==> src/rtl/acreg_map.svh <==
// Summary of operation
// - Each tight memory control word shows a read-only size code, zero meaning none.
// - Tight memory enable clear sends that memory's accesses to the AXI master.
// - Retry-phase enable set passes the tight memory retry output through.
// - Merge enable set makes every sub-chunk write a read-modify-write.
// - Tight memory enables may be preset at reset from input pins.
// - Retry and merge enables may be preset at reset from input pins.
// - Peripheral port word shows a read-only size code and an enable.
// - Peripheral port enable may be preset at reset from an input pin.
// - Forced write-through makes write-back regions write-through; zero without data cache.
// - Cache check control written 0 enables cache ECC, written 1 disables it.
// - Cache check control ignores writes without ECC; resets 0 with ECC, else 1.
// - Override clear treats shared cacheable locations as non-cacheable.
// - Override set makes shared data write-through, shared instructions non-cacheable.
// - Fairness initial value is read-write and resets to one.
// - Fairness value zero is forbidden; the counter is unused when select is three.
// - Master port response type field is valid only while its fault flag is set.
// - Fault flags hold until a privileged write to the fault status word clears them.
// - Fault bit zero flags an instruction tight memory fault.
`ifndef ACREG_MAP_SVH
`define ACREG_MAP_SVH
`define ACREG_OFF_ITIGHT     32'hE000EF90
`define ACREG_OFF_DTIGHT     32'hE000EF94
`define ACREG_OFF_PERIPH     32'hE000EF98
`define ACREG_OFF_CACHE      32'hE000EF9C
`define ACREG_OFF_FAULT      32'hE000EFA0
`define ACREG_OFF_SLAVE_PRIO 32'hE000EFA4
`define ACREG_WORD_ZERO      32'h00000000
`define ACREG_TCM_EN         0
`define ACREG_TCM_MERGE      1
`define ACREG_TCM_RETRY      2
`define ACREG_TCM_SIZE_LO    3
`define ACREG_TCM_SIZE_HI    6
`define ACREG_TCM_SIZE_DEF   4'h0
`define ACREG_PER_EN         0
`define ACREG_PER_SIZE_LO    1
`define ACREG_PER_SIZE_HI    3
`define ACREG_PER_SIZE_DEF   3'h1
`define ACREG_CA_SHARED      0
`define ACREG_CA_CHECK       1
`define ACREG_CA_FWT         2
`define ACREG_PR_SEL_LO      0
`define ACREG_PR_SEL_HI      1
`define ACREG_PR_TP_LO       2
`define ACREG_PR_TP_HI       10
`define ACREG_PR_INIT_LO     11
`define ACREG_PR_INIT_HI     15
`define ACREG_PR_INIT_RST    5'h01
`define ACREG_PR_SEL_RST     2'h0
`define ACREG_PR_TP_RST      9'h000
`define ACREG_PR_SEL_NOUSE   2'h3
`define ACREG_FLT_ITIGHT     0
`define ACREG_FLT_DTIGHT     1
`define ACREG_FLT_PERIPH     2
`define ACREG_FLT_PPB        3
`define ACREG_FLT_MASTER     4
`define ACREG_FLT_W          5
`define ACREG_FLT_TYPE_LO    8
`define ACREG_FLT_TYPE_HI    9
`define ACREG_NUM_TIGHT      2
`endif

==> src/rtl/acreg_pkg.sv <==
package acreg_pkg;
	typedef logic [31:0] acreg_word_t;
	typedef logic [3:0]  acreg_tcm_size_t;
	typedef logic [2:0]  acreg_per_size_t;
	typedef enum logic [1:0] {
		ACREG_RESP_OKAY   = 2'h0,
		ACREG_RESP_EXOKAY = 2'h1,
		ACREG_RESP_SLVERR = 2'h2,
		ACREG_RESP_DECERR = 2'h3
	} acreg_resp_t;
	typedef logic [4:0] acreg_flags_t;
endpackage

==> src/rtl/acreg_fault_if.sv <==
`timescale 1ns/1ns
`default_nettype none
interface acreg_fault_if;
	acreg_pkg::acreg_flags_t event_pulse;
	acreg_pkg::acreg_resp_t  master_resp;
	logic                    clear_pulse;
	acreg_pkg::acreg_flags_t flags;
	acreg_pkg::acreg_resp_t  master_type;
	modport owner (
		input  event_pulse,
		input  master_resp,
		input  clear_pulse,
		output flags,
		output master_type
	);
	modport user (
		output event_pulse,
		output master_resp,
		output clear_pulse,
		input  flags,
		input  master_type
	);
endinterface
`default_nettype wire

==> src/rtl/acreg_fault_capture.sv <==
`timescale 1ns/1ns
`default_nettype none
`include "acreg_map.svh"
module acreg_fault_capture (
	input  wire logic         clk,
	input  wire logic         rst_sync_n,
	input  wire logic         clk_en,
	acreg_fault_if.owner      flt
);
	acreg_pkg::acreg_flags_t flags_reg;
	acreg_pkg::acreg_flags_t flags_next;
	acreg_pkg::acreg_resp_t  type_reg;
	acreg_pkg::acreg_resp_t  type_next;
	wire logic               master_event;

	assign master_event = flt.event_pulse[`ACREG_FLT_MASTER];
	// A fault arriving with the clearing write survives it.
	assign flags_next = (flt.clear_pulse ? '0 : flags_reg) | flt.event_pulse;
	// The type follows the latest master fault and drops with the flag.
	assign type_next = master_event ? flt.master_resp :
		(flt.clear_pulse ? acreg_pkg::ACREG_RESP_OKAY : type_reg);

	always_ff @(posedge clk or negedge rst_sync_n) begin
		if (!rst_sync_n) begin
			flags_reg <= '0;
			type_reg  <= acreg_pkg::ACREG_RESP_OKAY;
		end else if (clk_en) begin
			flags_reg <= flags_next;
			type_reg  <= type_next;
		end
	end

	assign flt.flags       = flags_reg;
	assign flt.master_type = type_reg;
endmodule
`default_nettype wire

==> src/rtl/acreg_regs.sv <==
`timescale 1ns/1ns
`default_nettype none
`include "acreg_map.svh"
module acreg_regs #(
	parameter logic [3:0] ITIGHT_SIZE = `ACREG_TCM_SIZE_DEF,
	parameter logic [3:0] DTIGHT_SIZE = `ACREG_TCM_SIZE_DEF,
	parameter logic [2:0] PERIPH_SIZE = `ACREG_PER_SIZE_DEF,
	parameter bit         HAS_DCACHE  = 1'b1,
	parameter bit         HAS_ICACHE  = 1'b1,
	parameter bit         HAS_ECC     = 1'b1
) (
	input  wire logic        sys_clk,
	input  wire logic        rst_n,
	input  wire logic        clk_en,
	input  wire logic        ppb_sel,
	input  wire logic        ppb_write,
	input  wire logic        ppb_priv,
	input  wire logic [31:0] ppb_addr,
	input  wire logic [31:0] ppb_wdata,
	output logic             ppb_ack,
	output logic             ppb_err,
	output logic      [31:0] ppb_rdata,
	input  wire logic [1:0]  tight_en_strap,
	input  wire logic [1:0]  retry_en_strap,
	input  wire logic [1:0]  merge_en_strap,
	input  wire logic        periph_en_strap,
	input  wire logic [1:0]  tight_region_hit,
	input  wire logic        periph_region_hit,
	output logic      [1:0]  route_tight,
	output logic             route_periph,
	output logic             route_master,
	input  wire logic [1:0]  tight_retry_in,
	output logic      [1:0]  tight_retry_honour,
	input  wire logic [1:0]  tight_subchunk_write,
	output logic      [1:0]  tight_merge_req,
	input  wire logic        attr_cacheable,
	input  wire logic        attr_shared,
	input  wire logic        attr_write_back,
	output logic             dcache_cacheable,
	output logic             dcache_write_through,
	output logic             icache_cacheable,
	output logic             cache_check_on,
	output logic      [4:0]  fairness_initial_value,
	output logic      [1:0]  requester_select,
	output logic      [8:0]  traffic_priority,
	output logic             fairness_counter_used,
	input  wire logic [4:0]  bus_fault_event,
	input  wire logic [1:0]  master_port_resp,
	output logic      [4:0]  aux_fault_flags
);
	localparam bit ANY_CACHE = HAS_DCACHE | HAS_ICACHE;
	localparam bit CHECK_WR  = ANY_CACHE & HAS_ECC;
	localparam bit CHECK_RST = ~HAS_ECC;
	localparam int NT        = `ACREG_NUM_TIGHT;

	logic        rst_meta_reg;
	logic        rst_sync_reg;
	logic        strap_done_reg;
	logic [2:0]  tight_ctrl_reg [NT];
	logic        periph_en_reg;
	logic        fwt_reg;
	logic        check_reg;
	logic        shared_reg;
	logic [4:0]  init_reg;
	logic [8:0]  tprio_reg;
	logic [1:0]  sel_reg;
	logic        ack_reg;
	logic        err_reg;
	acreg_pkg::acreg_word_t rdata_reg;
	acreg_pkg::acreg_word_t rdata_next;

	wire logic        hit_itight;
	wire logic        hit_dtight;
	wire logic        hit_periph;
	wire logic        hit_cache;
	wire logic        hit_fault;
	wire logic        hit_prio;
	wire logic        hit_any;
	wire logic        take;
	wire logic        wr_ok;
	wire logic        rd_ok;
	wire logic [NT-1:0] wr_tight;
	wire logic        wr_periph;
	wire logic        wr_cache;
	wire logic        wr_fault;
	wire logic        wr_prio;
	wire logic [3:0]  tight_size [NT];
	acreg_pkg::acreg_word_t tight_word [NT];
	acreg_pkg::acreg_word_t periph_word;
	acreg_pkg::acreg_word_t cache_word;
	acreg_pkg::acreg_word_t fault_word;
	acreg_pkg::acreg_word_t prio_word;
	wire logic [NT-1:0] tight_en;
	wire logic        shared_access;

	acreg_fault_if flt ();

	// The reset is released through two stages to keep the release clean.
	always_ff @(posedge sys_clk or negedge rst_n) begin
		if (!rst_n) begin
			rst_meta_reg <= 1'b0;
			rst_sync_reg <= 1'b0;
		end else begin
			rst_meta_reg <= 1'b1;
			rst_sync_reg <= rst_meta_reg;
		end
	end

	assign hit_itight = ppb_addr == `ACREG_OFF_ITIGHT;
	assign hit_dtight = ppb_addr == `ACREG_OFF_DTIGHT;
	assign hit_periph = ppb_addr == `ACREG_OFF_PERIPH;
	assign hit_cache  = ppb_addr == `ACREG_OFF_CACHE;
	assign hit_fault  = ppb_addr == `ACREG_OFF_FAULT;
	assign hit_prio   = ppb_addr == `ACREG_OFF_SLAVE_PRIO;
	assign hit_any    = hit_itight | hit_dtight | hit_periph | hit_cache | hit_fault | hit_prio;
	// Requests are only honoured once the pin presets have been taken.
	assign take       = clk_en & ppb_sel & strap_done_reg;
	assign wr_ok      = take & ppb_write & ppb_priv & hit_any;
	assign rd_ok      = take & ~ppb_write & ppb_priv & hit_any;
	assign wr_tight   = {wr_ok & hit_dtight, wr_ok & hit_itight};
	assign wr_periph  = wr_ok & hit_periph;
	assign wr_cache   = wr_ok & hit_cache;
	assign wr_fault   = wr_ok & hit_fault;
	assign wr_prio    = wr_ok & hit_prio;
	assign tight_size[0] = ITIGHT_SIZE;
	assign tight_size[1] = DTIGHT_SIZE;

	// Pin presets are caught on the first enabled edge after release.
	always_ff @(posedge sys_clk or negedge rst_sync_reg) begin
		if (!rst_sync_reg) begin
			strap_done_reg <= 1'b0;
		end else if (clk_en) begin
			strap_done_reg <= 1'b1;
		end
	end

	genvar gi;
	generate
		for (gi = 0; gi < NT; gi++) begin : g_tight
			always_ff @(posedge sys_clk or negedge rst_sync_reg) begin
				if (!rst_sync_reg) begin
					tight_ctrl_reg[gi] <= 3'h0;
				end else if (clk_en && !strap_done_reg) begin
					tight_ctrl_reg[gi][`ACREG_TCM_EN]    <= tight_en_strap[gi];
					tight_ctrl_reg[gi][`ACREG_TCM_MERGE] <= merge_en_strap[gi];
					tight_ctrl_reg[gi][`ACREG_TCM_RETRY] <= retry_en_strap[gi];
				end else if (wr_tight[gi]) begin
					tight_ctrl_reg[gi] <= ppb_wdata[`ACREG_TCM_RETRY:`ACREG_TCM_EN];
				end
			end

			assign tight_en[gi] = tight_ctrl_reg[gi][`ACREG_TCM_EN];
			// Size is fixed by the build and cannot be written.
			assign tight_word[gi] = {
				{(32 - `ACREG_TCM_SIZE_HI - 1){1'b0}},
				tight_size[gi],
				tight_ctrl_reg[gi]
			};
			// A disabled tight memory hands its region to the AXI master.
			assign route_tight[gi] = tight_region_hit[gi] & tight_en[gi];
			assign tight_retry_honour[gi] =
				tight_retry_in[gi] & tight_ctrl_reg[gi][`ACREG_TCM_RETRY];
			assign tight_merge_req[gi] =
				tight_subchunk_write[gi] & tight_ctrl_reg[gi][`ACREG_TCM_MERGE];
		end
	endgenerate

	always_ff @(posedge sys_clk or negedge rst_sync_reg) begin
		if (!rst_sync_reg) begin
			periph_en_reg <= 1'b0;
		end else if (clk_en && !strap_done_reg) begin
			periph_en_reg <= periph_en_strap;
		end else if (wr_periph) begin
			periph_en_reg <= ppb_wdata[`ACREG_PER_EN];
		end
	end

	assign periph_word = {
		{(32 - `ACREG_PER_SIZE_HI - 1){1'b0}},
		PERIPH_SIZE,
		periph_en_reg
	};
	assign route_periph = periph_region_hit & periph_en_reg;
	assign route_master = (|(tight_region_hit & ~tight_en)) |
		(periph_region_hit & ~periph_en_reg);

	// Without a data cache the two data-side bits are held at zero.
	always_ff @(posedge sys_clk or negedge rst_sync_reg) begin
		if (!rst_sync_reg) begin
			fwt_reg    <= 1'b0;
			shared_reg <= 1'b0;
			check_reg  <= CHECK_RST;
		end else if (wr_cache) begin
			fwt_reg    <= ppb_wdata[`ACREG_CA_FWT] & HAS_DCACHE;
			shared_reg <= ppb_wdata[`ACREG_CA_SHARED] & HAS_DCACHE;
			if (CHECK_WR) begin
				check_reg <= ppb_wdata[`ACREG_CA_CHECK];
			end
		end
	end

	assign cache_word = {
		{(32 - `ACREG_CA_FWT - 1){1'b0}},
		fwt_reg,
		check_reg,
		shared_reg
	};

	// Changing this bit with live cache lines is unsafe; software must flush first.
	assign cache_check_on = HAS_ECC & ~check_reg;
	assign shared_access  = attr_cacheable & attr_shared;
	// Clear override makes shared lines bypass the caches entirely.
	assign dcache_cacheable = attr_cacheable & (~attr_shared | shared_reg) & HAS_DCACHE;
	// Set override keeps shared data but forces it write-through.
	assign dcache_write_through = dcache_cacheable &
		((fwt_reg & attr_write_back) | (shared_access & shared_reg) | ~attr_write_back);
	assign icache_cacheable = attr_cacheable & ~attr_shared & HAS_ICACHE;

	always_ff @(posedge sys_clk or negedge rst_sync_reg) begin
		if (!rst_sync_reg) begin
			init_reg  <= `ACREG_PR_INIT_RST;
			tprio_reg <= `ACREG_PR_TP_RST;
			sel_reg   <= `ACREG_PR_SEL_RST;
		end else if (wr_prio) begin
			init_reg  <= ppb_wdata[`ACREG_PR_INIT_HI:`ACREG_PR_INIT_LO];
			tprio_reg <= ppb_wdata[`ACREG_PR_TP_HI:`ACREG_PR_TP_LO];
			sel_reg   <= ppb_wdata[`ACREG_PR_SEL_HI:`ACREG_PR_SEL_LO];
		end
	end

	// A zero value is stored as written; the arbiter must not be handed it.
	assign prio_word = {
		{(32 - `ACREG_PR_INIT_HI - 1){1'b0}},
		init_reg,
		tprio_reg,
		sel_reg
	};
	assign fairness_initial_value = init_reg;
	assign requester_select       = sel_reg;
	assign traffic_priority       = tprio_reg;
	assign fairness_counter_used  = sel_reg != `ACREG_PR_SEL_NOUSE;

	assign flt.event_pulse = clk_en ? bus_fault_event : '0;
	assign flt.master_resp = acreg_pkg::acreg_resp_t'(master_port_resp);
	assign flt.clear_pulse = wr_fault;

	acreg_fault_capture u_fault (
		.clk        (sys_clk),
		.rst_sync_n (rst_sync_reg),
		.clk_en     (clk_en),
		.flt        (flt)
	);

	// The type field shows only while the master port flag stands.
	assign fault_word = {
		{(32 - `ACREG_FLT_TYPE_HI - 1){1'b0}},
		flt.flags[`ACREG_FLT_MASTER] ? flt.master_type : acreg_pkg::ACREG_RESP_OKAY,
		{(`ACREG_FLT_TYPE_LO - `ACREG_FLT_W){1'b0}},
		flt.flags
	};
	assign aux_fault_flags = flt.flags;

	assign rdata_next =
		hit_itight ? tight_word[0] :
		hit_dtight ? tight_word[1] :
		hit_periph ? periph_word :
		hit_cache  ? cache_word :
		hit_fault  ? fault_word :
		hit_prio   ? prio_word : `ACREG_WORD_ZERO;

	// Answers are registered so read data always comes from a flip-flop.
	always_ff @(posedge sys_clk or negedge rst_sync_reg) begin
		if (!rst_sync_reg) begin
			ack_reg   <= 1'b0;
			err_reg   <= 1'b0;
			rdata_reg <= `ACREG_WORD_ZERO;
		end else if (clk_en) begin
			ack_reg   <= take;
			err_reg   <= take & ~(ppb_priv & hit_any);
			rdata_reg <= rd_ok ? rdata_next : `ACREG_WORD_ZERO;
		end
	end

	assign ppb_ack   = ack_reg;
	assign ppb_err   = err_reg;
	assign ppb_rdata = rdata_reg;
endmodule
`default_nettype wire

==> config.mk <==
export PLATFORM = sky130hd
export DESIGN_NAME = acreg_regs
export DESIGN_NICKNAME = d
export VERILOG_FILES = /design/src/rtl/acreg_pkg.sv /design/src/rtl/acreg_fault_if.sv /design/src/rtl/acreg_fault_capture.sv /design/src/rtl/acreg_regs.sv
export VERILOG_INCLUDE_DIRS = /design/src /design/src/rtl
export SDC_FILE = /design/constraint.sdc
export NUM_CORES = 1
export LEC_CHECK = 0
export BUFFER_PORTS_ARGS = -buffer_cell sky130_fd_sc_hd__buf_2
export CAP_MARGIN = 10
export CORE_UTILIZATION = 44
export DETAILED_ROUTE_END_ITERATION = 7
export GPL_TIMING_DRIVEN = 0
export PLACE_DENSITY = 0.85
export SLEW_MARGIN = 30
export SYNTH_ARGS = -nofsm -noshare
export SYNTH_HDL_FRONTEND = slang
export SYNTH_SLANG_ARGS = --single-unit
==> constraint.sdc <==
create_clock -name sys_clk -period 1.95 [get_ports sys_clk]
set_clock_uncertainty 0.1 [all_clocks]
set_input_delay 0.195 -clock sys_clk [delete_from_list [all_inputs] [get_ports sys_clk]]
set_output_delay 0.195 -clock sys_clk [all_outputs]
set_load 0.05 [all_outputs]
==> results.json <==
{
  "synthCells": 234,
  "leakagePower_nw": 2.017,
  "fp-row-count": 28,
  "clock_path_buffers": 2,
  "finalMaxSlewViolations": 0,
  "path_class": "reg -> reg",
  "ys_types": 49,
  "initial_core_util_pct": 46.37,
  "mostFrequentLayoutCell": "buf_2",
  "timing.setup.tns_ns": 0,
  "ys_ff_latch": 54,
  "final_cell_mix": "buf_2 (130), dfrtp_1 (52), buf_4 (18)",
  "synth.cell_area_sq_um": 2794,
  "viasPerCell": 5.256,
  "ys.flop_type": "dfrtp_1",
  "die_y_um": 81.69,
  "yosysSeqAreaShare_pct": 48.41,
  "drt_iter0_drc": 155,
  "io_pins": 162,
  "clock_sinks": 54,
  "wl_um": 7106,
  "portBuffers": 129,
  "wl_per_cell_um": 15.31,
  "synth_area_per_cell_sq_um": 11.94,
  "rr_endpoint": "traffic_priority[5]",
  "required_ns": 2.05,
  "hold_class": "in -> reg",
  "async_flop_share_pct": 100.0,
  "ys_warn_count": 0,
  "whs_ns": -0.0005415,
  "grt_max_degree": 53,
  "grt_use_total_pct": 21.73,
  "cellPowerDensity_nw_per_um2": 611.9,
  "path_clk_slew_ns": 0.11,
  "min_period_ns": 1.784,
  "first_pass_iters": 4,
  "arrival_ns": 1.88,
  "syn_to_final_growth_pct": 33.81,
  "drive_gt1_share_pct": 50.90,
  "cts_tree": "done",
  "clkLatencyLatePin_ns": 0.31,
  "dpl.hpwl_um": 5591,
  "antenna_found_initial": 0,
  "holdPathEnd": "fairness_initial_value[2]",
  "overflow": 0,
  "rsz0062_at_grt": "false",
  "power.total_mw": 2.288,
  "final_nets": 482,
  "worst_pin_slew_ns": 0.6908,
  "failed_checks": "hold timing",
  "dr_total_vias": 2439,
  "cap_violations": 0,
  "end_kind": "flop",
  "place_congestion": 0.8857,
  "grt_pass1_vias": 2263,
  "grt_pass1_wl_um": 10940,
  "post-route-period-util_pct": 91.48,
  "crit_path_max_fanout": 10,
  "drc": 0,
  "cts-root-buf": "clkbuf_8",
  "dpl.cell_count": 453,
  "largest_reg_flops": 16,
  "slew_headroom_pct": 53.75,
  "r2r_slack_ns": 0.17,
  "min_path_cells": 2,
  "core_area_sq_um": 6026,
  "hold_viol": 1,
  "r2r_cells": 5,
  "critPathLaunchType": "flop",
  "max_freq_ghz": 0.5606,
  "status": "finished, violations left",
  "setup_viol": 0,
  "dieArea_sq_um": 6672,
  "htree_num_levels": 2,
  "numCtsBuffers": 5,
  "diodes": 0,
  "r2r-start": "strap_done_reg",
  "ir_worst_vdd_mv": 0.3731,
  "synth_edf_count": 0,
  "worstHoldStart": "ppb_wdata[13]",
  "chipWidth_um": 81.69,
  "final_cells": 464,
  "ant_nets": 0
}
cells by family (layout without fill, tap and decap cells):
kind of cell / after synthesis / after routing / share of synthesized area [%]
buffers and inverters: 32 / 172 / 6.762
and+or+nand+nor: 64 / 64 / 18.41
other: 2 / 17 / 0.2688
AOI/OAI and AO/OA: 55 / 55 / 14.24
muxes: 27 / 27 / 11.91
DFF: 54 / 54 / 48.41
repair_timing:
action,CTS,global route
buffers inserted,0,2
gates resized for setup,1,2
hold endpoints to repair,2,0
cloned,0,0
pin swaps,0,2
endpoints found under the setup margin,4,10
hold buffers,1,0
cell usage after synthesis, types with 3 or more instances:
library cell	number	area share (%)
buf_4	16	4.3
nand2b_1	3	0.67
nand3_1	3	0.54
nand4_1	3	0.67
mux2i_1	7	2.5
inv_1	7	0.94
a22o_1	15	4.7
dfrtp_1	53	47
clkbuf_1	6	0.81
nor4b_4	3	2.6
and4_1	3	0.94
and2_1	7	1.6
a21oi_1	12	2.1
nor2b_1	3	0.67
o21ai_0	7	1.3
a21boi_0	3	0.81
mux2_2	10	4.0
mux2_4	10	5.4
nor2_1	11	1.5
o2bb2ai_1	6	1.9
and3_1	4	0.90
nand2_1	8	1.1
metrics by stage:
step | instance area [sq um] | worst slack [ns] | utilization [%] | hold WS [ns]
6_report | 3739 | 0.1662 | 62.04 | -0.0005415
5_1_grt | 3739 | 0.01829 | 62.04 | 0.002380
4_1_cts | 3715 | 0.07505 | 61.65 | 0.002734
3_5_place_dp | 3601 | -0.09312 | 59.76 | -0.1171
3_3_place_gp | 3597 | -0.2492 | 59.70 | -0.1201
2_1_floorplan | 2858 | 0.1707 | - | -0.2006
worst max path at each step:
stage                               from              endpoint  slack [ns]  cells past startpoint
after floorplan               shared_reg  dcache_write_through        0.17                      3
after global placement      rst_sync_reg     tight_ctrl_reg[0]       -0.25                      0
after detailed placement     ppb_addr[1]   traffic_priority[5]       -0.09                      7
after CTS                 strap_done_reg     tight_ctrl_reg[1]        0.08                      5
after global routing      strap_done_reg     tight_ctrl_reg[4]        0.02                      5
final                     strap_done_reg   traffic_priority[5]        0.17                      5
layout make-up:
type / instances / area, sq um
well taps: 75 / 93.84
fillers: 530 / 2287
clock buffers: 6 / 82.58
inverters: 8 / 30.03
multi-input cells: 163 / 1330
plain buffers: 24 / 158.9
clock inverters: 2 / 16.27
repair buffers: 132 / 670.6
flip-flops and latches: 54 / 1356
routing by layer:
metal	part of all wire (%)	global-route usage (%)	up-vias
met5	0	0	-
met4	0.97	4.737	0
met3	6.5	3.667	7
met2	50	35.75	97
met1	42	30.10	1192
li1	-	-	1143
critical path, stage by stage, from the launching register on:
cell	delay, ns
dfrtp_1	0.39
nand4_1	0.20
nor2_2	0.27
nand3_4	0.17
buf_6	0.23
mux2_4	0.31
power breakdown:
part,switching (mW),internal [mW],total (mW)
Combinational,0.265,0.155,0.420
Sequential,0.0442,1.15,1.19
Clock,0.381,0.293,0.674
Total,0.690,1.60,2.29
Note: power is estimated with default switching activity, not from simulation.
